### src/sttmr_pkg.sv
// package: register map, field positions and timing constants of the timers
`default_nettype none
package sttmr_pkg;
    // register indices; byte address is four times the index
    localparam logic [15:0] IDX_TIMER_B_COUNT_LOW = 16'h00ac;
    localparam logic [15:0] IDX_TIMER_B_COUNT_HIGH = 16'h00ad;
    localparam logic [15:0] IDX_TIMER_A_COUNT_LOW = 16'h00ae;
    localparam logic [15:0] IDX_TIMER_A_COUNT_HIGH = 16'h00af;
    localparam logic [15:0] IDX_DUAL_TIMER_CONTROL_STATUS = 16'h00cf;
    localparam logic [15:0] IDX_LONG_TIMER_COUNT_TOP = 16'ha063;
    localparam logic [15:0] IDX_LONG_TIMER_CONTROL_STATUS = 16'ha068;
    localparam logic [15:0] IDX_LONG_TIMER_COUNT_LOW = 16'ha069;
    localparam logic [15:0] IDX_LONG_TIMER_COUNT_MID = 16'ha06a;
    // dual control/status field positions
    localparam int DUAL_B_FLAG = 7;
    localparam int DUAL_B_MODE = 6;
    localparam int DUAL_B_RUN = 5;
    localparam int DUAL_B_IEN = 4;
    localparam int DUAL_A_FLAG = 3;
    localparam int DUAL_A_MODE = 2;
    localparam int DUAL_A_RUN = 1;
    localparam int DUAL_A_IEN = 0;
    // long timer control/status field positions
    localparam int LONG_FLAG = 7;
    localparam int LONG_SEL_HI = 6;
    localparam int LONG_SEL_LO = 5;
    localparam int LONG_MODE = 4;
    localparam int LONG_RUN = 3;
    localparam int LONG_IEN = 0;
    // reset values
    localparam logic [7:0] RST_BYTE = 8'h00;
    localparam logic [15:0] RST_COUNT16 = 16'h0000;
    localparam logic [23:0] RST_COUNT24 = 24'h000000;
    // oscillator rates and the divider counts derived from the core clock
    localparam int CORE_CLK_HZ = 125000000;
    localparam int FAST_OSC_HZ = 16000000;
    localparam int SLOW_OSC_HZ = 128000;
    localparam int FAST_DIV_CYCLES = CORE_CLK_HZ / FAST_OSC_HZ;
    localparam int SLOW_DIV_CYCLES = CORE_CLK_HZ / SLOW_OSC_HZ;
endpackage : sttmr_pkg
`default_nettype wire

### src/sttmr_top.sv
// two 16-bit system timers and one 24-bit timer behind an ahb-lite slave
//
// Function
// - two 16-bit timers on system clock, reload/free-run
// - 16-bit overflow sets flag, software clears
// - mode bit one reload, zero free-run
// - run bit gates counting, clear holds count
// - interrupt requested only when enable is one
// - count write: reload register or live counter
// - count reads return live counter, no snapshot
// - 16-bit count as low/high bytes, reset zero
// - third timer, 24-bit, reload or free-run
// - select codes 0x pick fast, 1x slow
// - long timer counts through stop and sleep
// - long timer overflow serves as wake event
// - long timer mode: one reload, zero free-run
// - long timer counts only while run set
// - long overflow flag cleared only by zero
// - long interrupt only while enable is one
// - long count write: reload or live counter
// - long count as low/mid/top bytes, reset zero
//
// Register access over AHB-Lite was chosen for this implementation.
`default_nettype none
module sttmr_top
    import sttmr_pkg::*;
#(
    parameter int FAST_DIV = FAST_DIV_CYCLES,
    parameter int SLOW_DIV = SLOW_DIV_CYCLES
) (
    input wire logic core_clk_i,
    input wire logic rstn_i,
    input wire logic hsel_i,
    input wire logic [31:0] haddr_i,
    input wire logic [1:0] htrans_i,
    input wire logic hwrite_i,
    input wire logic [2:0] hsize_i,
    input wire logic [31:0] hwdata_i,
    input wire logic hready_i,
    output logic hreadyout_o,
    output logic hresp_o,
    output logic [31:0] hrdata_o,
    input wire logic system_clock_stop_i,
    input wire logic fast_osc_on_i,
    input wire logic slow_osc_on_i,
    output logic timer_a_irq_o,
    output logic timer_b_irq_o,
    output logic long_timer_irq_o,
    output logic long_timer_wake_o
);

    // one increment step; at the top value loads the reload value or zero
    function automatic logic [23:0] step_next(
        input logic [23:0] cnt,
        input logic [23:0] rld,
        input logic [23:0] top,
        input logic mode
    );
        if (cnt == top) begin
            step_next = mode ? rld : 24'h000000;
        end else begin
            step_next = cnt + 24'h000001;
        end
    endfunction : step_next

    // a zero written to a flag clears it, a hardware set in the same cycle wins
    function automatic logic flag_next(
        input logic flag,
        input logic set,
        input logic wr,
        input logic wbit
    );
        flag_next = set | (flag & ~(wr & ~wbit));
    endfunction : flag_next

    ////////////////////////////////////////////////////////////////////////
    // ahb-lite slave

    logic wr_pend_reg;
    logic [15:0] widx_reg;
    logic [31:0] hrdata_reg;
    logic [31:0] rd_value;

    wire take = hsel_i & htrans_i[1] & hready_i;
    wire mapped_hi = (haddr_i[31:18] == 14'h0000) & (haddr_i[1:0] == 2'b00);
    wire [15:0] aidx = haddr_i[17:2];
    wire [7:0] wbyte = hwdata_i[7:0];

    wire wr_b_lo = wr_pend_reg & (widx_reg == IDX_TIMER_B_COUNT_LOW);
    wire wr_b_hi = wr_pend_reg & (widx_reg == IDX_TIMER_B_COUNT_HIGH);
    wire wr_a_lo = wr_pend_reg & (widx_reg == IDX_TIMER_A_COUNT_LOW);
    wire wr_a_hi = wr_pend_reg & (widx_reg == IDX_TIMER_A_COUNT_HIGH);
    wire wr_dual = wr_pend_reg & (widx_reg == IDX_DUAL_TIMER_CONTROL_STATUS);
    wire wr_l_top = wr_pend_reg & (widx_reg == IDX_LONG_TIMER_COUNT_TOP);
    wire wr_lctl = wr_pend_reg & (widx_reg == IDX_LONG_TIMER_CONTROL_STATUS);
    wire wr_l_lo = wr_pend_reg & (widx_reg == IDX_LONG_TIMER_COUNT_LOW);
    wire wr_l_mid = wr_pend_reg & (widx_reg == IDX_LONG_TIMER_COUNT_MID);

    // a write lands at the end of its data phase, when hwdata stands
    always_ff @(posedge core_clk_i) begin
        if (!rstn_i) begin
            wr_pend_reg <= 1'b0;
            widx_reg <= 16'h0000;
            hrdata_reg <= 32'h00000000;
        end else begin
            wr_pend_reg <= take & hwrite_i & mapped_hi;
            widx_reg <= aidx;
            // read latched at the address phase: a read straight after a
            // write to the same register returns the old value
            if (take & ~hwrite_i) begin
                hrdata_reg <= mapped_hi ? rd_value : 32'h00000000;
            end
        end
    end

    // zero wait states, always okay
    assign hreadyout_o = 1'b1;
    assign hresp_o = 1'b0;
    assign hrdata_o = hrdata_reg;

    ////////////////////////////////////////////////////////////////////////
    // control/status registers

    logic [7:0] dual_reg;
    logic long_flag_reg;
    logic [1:0] long_sel_reg;
    logic long_mode_reg;
    logic long_run_reg;
    logic long_ien_reg;

    logic [15:0] cnt_a_reg;
    logic [15:0] cnt_b_reg;
    logic [15:0] rld_a_reg;
    logic [15:0] rld_b_reg;
    logic [23:0] cnt_l_reg;
    logic [23:0] rld_l_reg;
    logic long_ovf_reg;

    wire mode_a = dual_reg[DUAL_A_MODE];
    wire mode_b = dual_reg[DUAL_B_MODE];
    // stop/sleep gates the system clock, so the 16-bit timers freeze
    wire cnt_en_a = dual_reg[DUAL_A_RUN] & ~system_clock_stop_i;
    wire cnt_en_b = dual_reg[DUAL_B_RUN] & ~system_clock_stop_i;
    wire ovf_a = cnt_en_a & (cnt_a_reg == 16'hffff);
    wire ovf_b = cnt_en_b & (cnt_b_reg == 16'hffff);

    wire [7:0] long_ctl = {long_flag_reg, long_sel_reg, long_mode_reg,
        long_run_reg, 2'b00, long_ien_reg};

    always_ff @(posedge core_clk_i) begin
        if (!rstn_i) begin
            dual_reg <= RST_BYTE;
        end else begin
            if (wr_dual) begin
                dual_reg <= wbyte;
            end
            dual_reg[DUAL_A_FLAG] <= flag_next(dual_reg[DUAL_A_FLAG], ovf_a,
                wr_dual, wbyte[DUAL_A_FLAG]);
            dual_reg[DUAL_B_FLAG] <= flag_next(dual_reg[DUAL_B_FLAG], ovf_b,
                wr_dual, wbyte[DUAL_B_FLAG]);
        end
    end

    ////////////////////////////////////////////////////////////////////////
    // 16-bit timers

    always_ff @(posedge core_clk_i) begin
        if (!rstn_i) begin
            cnt_a_reg <= RST_COUNT16;
            rld_a_reg <= RST_COUNT16;
            cnt_b_reg <= RST_COUNT16;
            rld_b_reg <= RST_COUNT16;
        end else begin
            if (cnt_en_a) begin
                cnt_a_reg <= 16'(step_next({8'h00, cnt_a_reg},
                    {8'h00, rld_a_reg}, 24'h00ffff, mode_a));
            end
            if (cnt_en_b) begin
                cnt_b_reg <= 16'(step_next({8'h00, cnt_b_reg},
                    {8'h00, rld_b_reg}, 24'h00ffff, mode_b));
            end
            // a free-run count write overrides the increment of the same cycle in the byte it writes
            if (wr_a_lo & mode_a) rld_a_reg[7:0] <= wbyte;
            if (wr_a_hi & mode_a) rld_a_reg[15:8] <= wbyte;
            if (wr_a_lo & ~mode_a) cnt_a_reg[7:0] <= wbyte;
            if (wr_a_hi & ~mode_a) cnt_a_reg[15:8] <= wbyte;
            if (wr_b_lo & mode_b) rld_b_reg[7:0] <= wbyte;
            if (wr_b_hi & mode_b) rld_b_reg[15:8] <= wbyte;
            if (wr_b_lo & ~mode_b) cnt_b_reg[7:0] <= wbyte;
            if (wr_b_hi & ~mode_b) cnt_b_reg[15:8] <= wbyte;
        end
    end

    assign timer_a_irq_o = dual_reg[DUAL_A_FLAG] & dual_reg[DUAL_A_IEN];
    assign timer_b_irq_o = dual_reg[DUAL_B_FLAG] & dual_reg[DUAL_B_IEN];

    ////////////////////////////////////////////////////////////////////////
    // oscillator ticks and 24-bit timer

    // oscillators are modelled as enables from dividers of the core clock
    logic [15:0] fdiv_reg;
    logic [15:0] sdiv_reg;
    wire fast_tick = fast_osc_on_i & (fdiv_reg == 16'(FAST_DIV - 1));
    wire slow_tick = slow_osc_on_i & (sdiv_reg == 16'(SLOW_DIV - 1));
    wire long_tick = long_sel_reg[1] ? slow_tick : fast_tick;
    // no stop/sleep term: the long timer keeps running in low power
    wire cnt_en_l = long_run_reg & long_tick;
    wire ovf_l = cnt_en_l & (cnt_l_reg == 24'hffffff);

    always_ff @(posedge core_clk_i) begin
        if (!rstn_i) begin
            fdiv_reg <= 16'h0000;
            sdiv_reg <= 16'h0000;
        end else begin
            fdiv_reg <= (fast_tick | ~fast_osc_on_i) ? 16'h0000 :
                fdiv_reg + 16'h0001;
            sdiv_reg <= (slow_tick | ~slow_osc_on_i) ? 16'h0000 :
                sdiv_reg + 16'h0001;
        end
    end

    always_ff @(posedge core_clk_i) begin
        if (!rstn_i) begin
            long_flag_reg <= 1'b0;
            long_sel_reg <= 2'b00;
            long_mode_reg <= 1'b0;
            long_run_reg <= 1'b0;
            long_ien_reg <= 1'b0;
            long_ovf_reg <= 1'b0;
        end else begin
            if (wr_lctl) begin
                long_sel_reg <= wbyte[LONG_SEL_HI:LONG_SEL_LO];
                long_mode_reg <= wbyte[LONG_MODE];
                long_run_reg <= wbyte[LONG_RUN];
                long_ien_reg <= wbyte[LONG_IEN];
            end
            long_flag_reg <= flag_next(long_flag_reg, ovf_l, wr_lctl,
                wbyte[LONG_FLAG]);
            long_ovf_reg <= ovf_l;
        end
    end

    always_ff @(posedge core_clk_i) begin
        if (!rstn_i) begin
            cnt_l_reg <= RST_COUNT24;
            rld_l_reg <= RST_COUNT24;
        end else begin
            if (cnt_en_l) begin
                cnt_l_reg <= step_next(cnt_l_reg, rld_l_reg, 24'hffffff,
                    long_mode_reg);
            end
            if (wr_l_lo & long_mode_reg) rld_l_reg[7:0] <= wbyte;
            if (wr_l_mid & long_mode_reg) rld_l_reg[15:8] <= wbyte;
            if (wr_l_top & long_mode_reg) rld_l_reg[23:16] <= wbyte;
            if (wr_l_lo & ~long_mode_reg) cnt_l_reg[7:0] <= wbyte;
            if (wr_l_mid & ~long_mode_reg) cnt_l_reg[15:8] <= wbyte;
            if (wr_l_top & ~long_mode_reg) cnt_l_reg[23:16] <= wbyte;
        end
    end

    assign long_timer_irq_o = long_flag_reg & long_ien_reg;
    assign long_timer_wake_o = long_ovf_reg;

    ////////////////////////////////////////////////////////////////////////
    // read mux: live counters, never a snapshot

    always_comb begin
        rd_value = 32'h00000000;
        if (aidx == IDX_TIMER_B_COUNT_LOW) begin
            rd_value[7:0] = cnt_b_reg[7:0];
        end else if (aidx == IDX_TIMER_B_COUNT_HIGH) begin
            rd_value[7:0] = cnt_b_reg[15:8];
        end else if (aidx == IDX_TIMER_A_COUNT_LOW) begin
            rd_value[7:0] = cnt_a_reg[7:0];
        end else if (aidx == IDX_TIMER_A_COUNT_HIGH) begin
            rd_value[7:0] = cnt_a_reg[15:8];
        end else if (aidx == IDX_DUAL_TIMER_CONTROL_STATUS) begin
            rd_value[7:0] = dual_reg;
        end else if (aidx == IDX_LONG_TIMER_COUNT_TOP) begin
            rd_value[7:0] = cnt_l_reg[23:16];
        end else if (aidx == IDX_LONG_TIMER_CONTROL_STATUS) begin
            rd_value[7:0] = long_ctl;
        end else if (aidx == IDX_LONG_TIMER_COUNT_LOW) begin
            rd_value[7:0] = cnt_l_reg[7:0];
        end else if (aidx == IDX_LONG_TIMER_COUNT_MID) begin
            rd_value[7:0] = cnt_l_reg[15:8];
        end
    end

    wire no_wr_a = ~wr_a_lo & ~wr_a_hi;
    wire no_wr_l = ~wr_l_lo & ~wr_l_mid & ~wr_l_top;
    wire no_wr_b = ~wr_b_lo & ~wr_b_hi;
endmodule : sttmr_top
`default_nettype wire

### config.mk
export PLATFORM = sky130hd
export DESIGN_NAME = sttmr_top
export DESIGN_NICKNAME = d
export VERILOG_FILES = /design/src/sttmr_pkg.sv /design/src/sttmr_top.sv
export SDC_FILE = /design/constraint.sdc
export NUM_CORES = 1
export LEC_CHECK = 0
export ABC_AREA = 1
export BUFFER_PORTS_ARGS = -buffer_cell sky130_fd_sc_hd__buf_2
export CAP_MARGIN = 15
export CORE_UTILIZATION = 40
export CTS_CLUSTER_DIAMETER = 200
export DETAILED_ROUTE_END_ITERATION = 7
export GPL_TIMING_DRIVEN = 0
export PLACE_DENSITY = 0.62
export REMOVE_ABC_BUFFERS = 1
export SETUP_SLACK_MARGIN = 0.4
export SLEW_MARGIN = 20
export SYNTH_ARGS = -nofsm -noshare
export SYNTH_HDL_FRONTEND = slang
export SYNTH_SLANG_ARGS = --single-unit
### constraint.sdc
create_clock -name core_clk_i -period 4.3 [get_ports core_clk_i]
set_input_delay 0.86 -clock core_clk_i [delete_from_list [all_inputs] [get_ports core_clk_i]]
set_output_delay 0.86 -clock core_clk_i [all_outputs]
set_load 0.02 [all_outputs]
# --- Yosys cells after proc, flatten, opt, wreduce, memory -nomap -nowiden ---
# Cells that the tools add are included.
classes:
  addsub: 5
  eq_ne: 23
  reduce_logical: 11
  muxes: 27
  bitwise_logic: 64
op_table:
  columns: ["operator", "count"]
  rows:
  - ["$eq 16x16->1 const B", 10]
  - ["$eq 16x8->1 const B", 10]
  - ["$mux 8", 17]
  - ["$mux 16", 6]
  - ["$mux 24", 3]
  - ["$add 16x1->16 const B", 4]
  - ["$and 1x1->1", 46]
  - ["$add 24x1->24 const B", 1]
  - ["$eq 24x24->1 const B", 1]
  - ["$eq 16x10->1 const B", 1]
  - ["$eq 16x3->1 const B", 1]
  - ["$logic_not 14->1", 1]
  - ["$reduce_bool 2->1", 7]
  - ["$not 1->1", 13]
  - ["$or 1x1->1", 5]
  - ["$reduce_or 2->1", 2]
  - ["$logic_not 2->1", 1]
  - ["$mux 1", 1]
word_totals:
  ff_bits: 208
  elab_cells: 157

# --- Logic depth before layout (Yosys ltp) ---
# Gate-level depths: netlist (run 1).
depth:
  word_depth: 11
  mapped_depth: 14

# --- Worst setup path before layout (run 1) ---
# Ideal clock, no wire load.
synth_path:
  path_kind: "input port to flip-flop"
  start: "input port haddr_i[13]"
  end: "register hrdata_reg[1] (netlist: hrdata_o[1])"
  n_path_buf: 1
  arrival_time_ns: 2.037
  required_ns: 4.168
  path_stages: 10
  slack_ns: 2.131
  path_cell_list: "nor2_1 nand2_1 nor2_2 nand2_1 nor2_1 inv_1 clkbuf_1 o21ai_0 o21bai_1 a21oi_1"
synth_via:
  elab_chain_len: 11
synth_lines:
  columns: ["element", "line", "text"]
  rows:
  - ["start, declared", "sttmr_top.sv:34", "input wire logic [31:0] haddr_i,"]
  - ["$eq 16x16->1", "sttmr_top.sv:285", "end else if (aidx == IDX_LONG_TIMER_COUNT_MID) begin"]
  - ["$mux 8", "sttmr_top.sv:285", null]
  - ["$mux 8", "sttmr_top.sv:283", "end else if (aidx == IDX_LONG_TIMER_COUNT_LOW) begin"]
  - ["$mux 8", "sttmr_top.sv:281", "end else if (aidx == IDX_LONG_TIMER_CONTROL_STATUS) begin"]
  - ["$mux 8", "sttmr_top.sv:279", "end else if (aidx == IDX_LONG_TIMER_COUNT_TOP) begin"]
  - ["$mux 8", "sttmr_top.sv:277", "end else if (aidx == IDX_DUAL_TIMER_CONTROL_STATUS) begin"]
  - ["$mux 8", "sttmr_top.sv:275", "end else if (aidx == IDX_TIMER_A_COUNT_HIGH) begin"]
  - ["$mux 8", "sttmr_top.sv:273", "end else if (aidx == IDX_TIMER_A_COUNT_LOW) begin"]
  - ["$mux 8", "sttmr_top.sv:271", "end else if (aidx == IDX_TIMER_B_COUNT_HIGH) begin"]
  - ["$mux 8 (*)", "sttmr_top.sv:269", "if (aidx == IDX_TIMER_B_COUNT_LOW) begin"]
  - ["$mux 8 (*)", "sttmr_top.sv:111", "hrdata_reg <= mapped_hi ? rd_value : 32'h00000000;"]
  - ["end signal, assigned", "sttmr_top.sv:111", null]
  - ["end, declared", "sttmr_top.sv:81", "logic [31:0] hrdata_reg;"]
# Every way passes the cells marked *; elsewhere a longest branch is shown, timed or not.
# A chain may end at the register's enable or synchronous reset.

# --- Worst setup path after layout (run 1) ---
layout_path:
  start: "register widx_reg[11]"
  end: "register cnt_b_reg[12]"
layout_via:
  elab_chain_len: 4
layout_lines:
  columns: ["element", "line", "text"]
  rows:
  - ["start, declared", "sttmr_top.sv:80", "logic [15:0] widx_reg;"]
  - ["start signal, assigned", "sttmr_top.sv:107", "widx_reg <= aidx;"]
  - ["$eq 16x8->1 (*)", "sttmr_top.sv:90", "wire wr_b_hi = wr_pend_reg & (widx_reg == IDX_TIMER_B_COUNT_HIGH);"]
  - ["$and 1x1->1 (*)", "sttmr_top.sv:90", null]
  - ["$and 1x1->1 (*)", "sttmr_top.sv:190", "if (wr_b_hi & ~mode_b) cnt_b_reg[15:8] <= wbyte;"]
  - ["$mux 8 or $reduce_bool 2->1 (tied branches)", null, null]
  - ["end signal, assigned", "sttmr_top.sv:179", "cnt_b_reg <= 16'(step_next({8'h00, cnt_b_reg},"]
  - ["end signal, assigned", "sttmr_top.sv:190", null]
  - ["end, declared", "sttmr_top.sv:132", "logic [15:0] cnt_b_reg;"]
# Marked as above.

==> results.tsv, run 1 <==
stage	metric	value	unit
min_path	hold path startpoint	sdiv_reg[0]	
synth	top-count cell post-synth	nand2_1	
die	Row Count	59	
final_layout	number of fill cells	2781	
route	Wirelength per Cell	16.1	µm
sta	WHS	0.452	ns
worst_setup_path	critical-path cell list	nor2_1 > nand3_1 > nor4_4 > nand4_1 > nand2_1 > inv_1 > a211oi_1 > nor2_1	
worst_setup_path	Levels on crit path	8	
synth	dominant cell type by area after synthesis	dfxtp_1	
final_layout	Layout area overhead	9.05	%
synth	main combinational cell family by area after synthesis	simple AND/OR/NAND/NOR gates	
cts	clk slew on worst S/H paths	0.07	ns
worst_setup_path	crit-path max cell delay	0.63	ns
power_and_ir_drop	Tot Pwr	3.46	mW
power_and_ir_drop	Net Sw Frac	25.3	%
synth	Post-synth EDFFs	0	
worst_setup_path	crit end category	flop	
synth	ranking of synthesized cells by area	dfxtp_1 (34%), nand2_1 (9.5%), nor2_1 (8.9%), inv_1 (7.8%), nand3_1 (5.9%)	
power_and_ir_drop	Max VDD drop	0.216	mV
place	DP HPWL	22.8	mm
run	Max-Cap Viols	0	
sta	Post-Route Skew	0.0141	ns
sta	post-layout min period	2.75	ns
route	DR vias	10478	
synth	most instantiated cells after synthesis	nand2_1 (270), nor2_1 (252), inv_1 (223), dfxtp_1 (184), nand3_1 (126)	
cts	clk buf depth	2	
worst_setup_path	critical path arrival	3.07	ns
run_status	violated checks	design-rule violations	
place	dpl cell area	11100	µm²
power_and_ir_drop	P_sw	0.874	mW
final_layout	n_diodes	0	
synth	Netlist cell types	49	
power_and_ir_drop	Static Leak	4.58	nW
sta	Slew @ Worst Pin	0.828	ns
synth	Synth Cell Area	10700	µm²
final_layout	sequential cell area	3680	µm²
worst_setup_path	Startpoint Class	flop	
power_and_ir_drop	Power Density	297	nW/µm²
worst_setup_path	Top Family by Delay on Critical Path	simple AND/OR/NAND/NOR gates	
sta	final hold vios	0	
final_layout	multi-input logic area	5780	µm²
global_route	initial antenna violation count	1	
place	GP Congestion	0.945	
synth	fraction of registers with async set/reset	0	%
die	Ports	115	
sta	Setup TNS	0	ns
worst_setup_path	FF-to-FF Start	widx_reg[11]	
synth	syn avg cell area	6.65	µm²
synth	Synth top area share	34.5	%
synth	Synth Register Bits	184	
global_route	largest net degree at the start of global routing	61	
cts	clk sinks	184	
sta	max-slew violation count	0	
global_route	first-pass GRT wire length	50.5	mm
worst_setup_path	critical path's slowest cell	nand4_1	
synth	Synth Flop Type	dfxtp_1	
cts	CTS root buf	clkbuf_16	
die	die width	165	µm
worst_setup_path	RR Endpoint	cnt_b_reg[12]	
sta	Setup violations, final	0	
worst_setup_path	Critical Path RT	4.62	ns
sta	final worst-path cycle share	63.9	%
cts	Post-CTS Setup Inserts	0	
die	Core Footprint	26100	µm²
global_route	Total GRT Usage	24.1	%
route	DR DRC count	12	
min_path	Hold EP	sdiv_reg[0]	
route	vias per cell	5.28	
synth	Syn. warnings	0	
sta	relative slew slack	44.7	%
cts	Skew-Pair Late Insertion Delay	0.45	ns
place	PortBufs	60	
sta	RSZ-0062 raised after global routing	false	
synth	synthesized instance count	1608	
worst_setup_path	Worst path most repeated cell	nor2_1	
power_and_ir_drop	sequential power share	49.7	%
synth	mux share of post-synthesis cell area	0	%
synth	adder-cell share of the synthesized area	0.703	%
route	DR iter-0 viols	971	
power_and_ir_drop	P_int	2.59	mW
synth	XOR/XNOR share of the synthesized area	3.61	%
min_path	Hold Path Depth	1	
power_and_ir_drop	Clk pwr share	45.5	%
worst_setup_path	CP Max Fanout	16	
synth	simple-gate area share of the yosys netlist	34.1	%
cts	H-Tree Level Count	4	
die	Die H	165	µm
cts	Resized cells post-CTS	0	
sta	fmax	364	MHz
global_route	vias in the first global route	9260	
worst_setup_path	number of buffers and inverters on the critical path	1	
final_layout	share of cells above drive strength 1	8.50	%
worst_setup_path	FF-to-FF setup slack	1.55	ns
cts	CTS tree	done	
route	DRT Wirelength	31.9	mm
worst_setup_path	R2R depth	8	
cts	Num CTS Buffers	17	
worst_setup_path	crit path from	widx_reg[11]	
die	Die ar.	27400	µm²
route	DRT Pass-1 Iters	8	
synth	sequential area share after synthesis	34.5	%
power_and_ir_drop	Logic pwr share	4.8	%
min_path	Hold Path Class	reg -> reg	
synth	Synth Area in Compound Gates	14.8	%
cts	Post-CTS Hold Buffers	0	
die	Initial Util	40.9	%
worst_setup_path	Setup CP Type	reg -> reg	
final_layout	fin nets	1718	
global_route	grt ovf	0	
run_status	status	finished, violations left	
final_layout	design area	11700	µm²
route	Routed Antenna Nets	0	
[stage by stage]
| step | instances | util [%] | setup WS [ns] |
|---|---|---|---|
| 2_1_floorplan | 1555 | - | 1.62 |
| 6_report | 1983 | 44.6 | 1.55 |
| 5_1_grt | 1983 | 44.6 | 1.21 |
| 4_1_cts | 1983 | 44.6 | 1.57 |
| 3_3_place_gp | 1950 | 42.3 | -0.121 |
| 3_5_place_dp | 1951 | 42.4 | 1.24 |
[layout make-up]
class	instances	area share, %
Multi-Input combinational cell	1142	49.6
Sequential cell	184	31.6
Inverter	229	7.40
Clock buffer	21	3.95
Tap cell	335	3.60
Timing Repair Buffer	61	2.83
Clock inverter	11	0.977
[worst max-delay path by stage]
| stage | endpoint | slack, ns |
|---|---|---|
| after floorplan | long_flag_reg | 1.62 |
| after global placement | long_flag_reg | -0.12 |
| after detailed placement | sdiv_reg[15] | 1.24 |
| after CTS | cnt_b_reg[12] | 1.57 |
| after global routing | cnt_b_reg[12] | 1.21 |
| final | cnt_b_reg[12] | 1.55 |
[power by group through the flow]
| stage | registers (mW) | logic [mW] | clock network, mW |
|---|---|---|---|
| detailed placement | 1.76 | 0.165 | 0 |
| finish | 1.72 | 0.166 | 1.58 |
| global route | 1.72 | 0.181 | 1.67 |
| CTS | 1.72 | 0.165 | 1.60 |
| global placement | 1.76 | 0.160 | 0 |
| floorplan | 1.76 | 0.0744 | 0 |
[cell families (layout without fill, tap and decap cells)]
| group | Yosys count | in the layout |
|---|---|---|
| AND/OR/NAND/NOR | 793 | 793 |
| adder cells (fa/ha/maj) | 6 | 6 |
| other | 2 | 26 |
| buffers and inverters | 306 | 322 |
| AO/OA/AOI/OAI | 273 | 273 |
| flip-flops | 184 | 184 |
| XOR/XNOR | 44 | 44 |
[cell usage in the layout (no fill, tap or decap), drive strengths merged, types with 2 or more instances in the layout]
cell type,count
nor3,56
or2,3
nand3b,2
buf,61
nand4,36
nor2,264
xor2,36
a21oi,80
dfxtp,184
o31ai,2
o21ai,104
o21bai,5
ha,6
a31oi,3
xnor2,8
nor3b,9
clkinv,8
a211oi,55
nand2,274
conb,26
o211ai,11
clkbuf,21
inv,229
o22ai,8
clkinvlp,2
nand3,135
nor4,13
[layer usage]
metal / GRT usage (%) / share of wire (%) / up-vias
met1: 34.2 / 47 / 4795
met3: 3.60 / 6.6 / 58
met4: 8.39 / 2.4 / 0
met2: 36.8 / 44 / 356
met5: 0 / 0 / -
li1: - / - / 5269
(Power assumes the default switching activity.)
==> run 2: changes to the inputs <==
--- a/config.mk
+++ b/config.mk
@@ -12,7 +12,7 @@
 export CTS_CLUSTER_DIAMETER = 200
 export DETAILED_ROUTE_END_ITERATION = 7
 export GPL_TIMING_DRIVEN = 0
-export PLACE_DENSITY = 0.62
+export PLACE_DENSITY = 0.64
 export REMOVE_ABC_BUFFERS = 1
 export SETUP_SLACK_MARGIN = 0.4
 export SLEW_MARGIN = 20
==> constraint.sdc (replaced) <==
create_clock -name core_clk_i -period 2.4 [get_ports core_clk_i]
set_input_delay 0.48 -clock core_clk_i [delete_from_list [all_inputs] [get_ports core_clk_i]]
set_output_delay 0.48 -clock core_clk_i [all_outputs]
set_load 0.02 [all_outputs]
==> results.tsv, run 2 (synthesis gave the netlist of run 1 again) <==
stage	metric	value	unit	change
final_layout	sequential cell area	3740	µm²	+1.6%
route	Routed Antenna Nets	0		unchanged
worst_setup_path	Startpoint Class	flop		
cts	clk sinks	184		unchanged
worst_setup_path	critical path arrival	2.36	ns	-0.71 ns
sta	Slew @ Worst Pin	0.750	ns	-0.0773 ns
cts	H-Tree Level Count	4		unchanged
final_layout	n_diodes	0		unchanged
sta	WHS	0.230	ns	-0.222 ns
final_layout	fin nets	1793		+4.4%
cts	CTS root buf	clkbuf_16		
final_layout	share of cells above drive strength 1	20.3	%	+12 points
place	DP HPWL	22.6	mm	-0.96%
die	Core Footprint	26100	µm²	unchanged
die	Die H	165	µm	unchanged
die	Row Count	59		unchanged
route	Wirelength per Cell	16.4	µm	+1.7%
die	Die ar.	27400	µm²	unchanged
route	DRT Pass-1 Iters	8		unchanged
run	Max-Cap Viols	0		unchanged
worst_setup_path	R2R depth	7		-1
route	DR vias	11017		+5.1%
route	DR DRC count	5		-7
sta	Post-Route Skew	0.0118	ns	-0.00235 ns
route	DRT Wirelength	33.7	mm	+5.6%
run_status	status	finished, violations left		
worst_setup_path	FF-to-FF setup slack	0.33	ns	-1.22 ns
worst_setup_path	FF-to-FF Start	widx_reg[1]		
sta	fmax	484	MHz	+33%
global_route	grt ovf	0		unchanged
sta	final hold vios	0		unchanged
global_route	first-pass GRT wire length	50.8	mm	+0.68%
route	vias per cell	5.35		+1.3%
final_layout	commonest cells after routing, fill and taps aside	nand2_1 (248), nor2_1 (229), inv_1 (207)		
final_layout	multi-input logic area	6450	µm²	+12%
sta	final worst-path cycle share	86.1	%	+22 points
die	die width	165	µm	unchanged
power_and_ir_drop	Power Density	487	nW/µm²	+64%
worst_setup_path	RR Endpoint	rld_l_reg[9]		
die	Ports	115		unchanged
min_path	Hold Path Class	in -> reg		
sta	RSZ-0062 raised after global routing	true		
power_and_ir_drop	Max VDD drop	0.397	mV	+84%
final_layout	post-layout util	50.1	%	+5.5 points
min_path	Hold Path Depth	3		+2
cts	clk slew on worst S/H paths	0.07	ns	about the same
final_layout	design area	13100	µm²	+12%
worst_setup_path	Critical Path RT	2.70	ns	-1.92 ns
cts	Num CTS Buffers	17		unchanged
die	Initial Util	40.9	%	unchanged
sta	max-slew violation count	0		unchanged
final_layout	Layout area overhead	22.4	%	
final_layout	most common cell after layout, fill and taps aside	nand2_1		
global_route	initial antenna violation count	0		-1
cts	Skew-Pair Late Insertion Delay	0.44	ns	about the same
power_and_ir_drop	Static Leak	5.27	nW	+15%
worst_setup_path	crit end category	flop		
place	GP Congestion	0.931		-1.5%
global_route	largest net degree at the start of global routing	61		unchanged
cts	clk buf depth	2		unchanged
cts	CTS tree	done		
place	dpl cell area	11100	µm²	about the same
place	PortBufs	60		unchanged
global_route	vias in the first global route	9403		+1.5%
sta	relative slew slack	50.0	%	+5.2 points
worst_setup_path	Setup CP Type	reg -> reg		
route	DR iter-0 viols	1131		+16%
min_path	hold path startpoint	haddr_i[10]		
run_status	violated checks	design-rule violations		
sta	post-layout min period	2.07	ns	-0.682 ns
min_path	Hold EP	widx_reg[8]		
sta	Setup violations, final	0		unchanged
global_route	Total GRT Usage	24.2	%	+0.10 points
worst_setup_path	CP Max Fanout	16		unchanged
final_layout	number of fill cells	2571		-7.6%
run 2: cell types whose count changed in the layout (fill, tap and decap cells not counted), sizes merged:
cell,previous run,this run
inv,229,227
nand3,135,136
buf,61,131
bufinv,1,3
clkbuf,21,20
clkinvlp,2,5
nand2,274,276
run 2: critical path: stages (launching register included):
cell	delay (ns)
dfxtp_1	0.38
inv_1	0.08
nor2_2	0.38
nand2_1	0.18
nor2_2	0.25
nand3_2	0.35
nor2_1	0.23
a211oi_1	0.06
run 2: routing by layer:
layer,track usage [%],routed length (µm),up-vias
met4,7.85,857,0
li1,-,-,5432
met3,2.87,2530,66
met2,36.9,14900,449
met1,35.0,15400,5070
met5,0,0,-
run 2: cell type report:
class,count,area share [%]
clock buffer,20,3.41
clock inverter,12,1.26
inverter,229,6.88
multi-input combinational,1145,49.3
sequential,184,28.6
tap,335,3.20
timing repair buffer,131,7.24
timing repair inverter,2,0.0956
run 2: report_power, final:
| part | total, mW | leakage (nW) | internal (mW) | switching [mW] |
|---|---|---|---|---|
| logic | 0.316 | 3.47 | 0.0711 | 0.245 |
| clock network | 2.98 | 0.294 | 1.69 | 1.30 |
| registers | 3.08 | 1.50 | 3.06 | 0.0164 |
| total | 6.38 | 5.27 | 4.82 | 1.56 |
run 2: worst max path at each step:
stage	start	end	slack [ns]	depth (start not counted)
finish	widx_reg[1]	rld_l_reg[9]	0.33	7
global placement	rstn_i	long_flag_reg	-1.65	4
detailed placement	widx_reg[11]	cnt_b_reg[12]	-0.32	8
global route	widx_reg[1]	cnt_l_reg[8]	0.19	8
CTS	widx_reg[6]	rld_l_reg[18]	0.30	4
floorplan	rstn_i	long_flag_reg	0.1	3
run 2: repair_timing:
action / 4_1_cts / 5_1_grt
pin swaps: 12 / 55
gates cloned: 3 / 2
setup endpoints to repair: 93 / 128
gates resized for setup: 71 / 147
buffers inserted: 17 / 53
hold buffers: 0 / 0
run 2: through the flow:
step | total power [mW] | cells | worst slack [ns] | setup TNS (ns)
after floorplan | 3.28 | 1555 | 0.0989 | 0
after global placement | 3.43 | 1950 | -1.65 | -149.15
after detailed placement | 3.44 | 1951 | -0.320 | -3.14
after CTS | 6.39 | 2003 | 0.300 | 0
after global routing | 6.54 | 2058 | 0.188 | 0
final | 6.38 | 2058 | 0.334 | 0
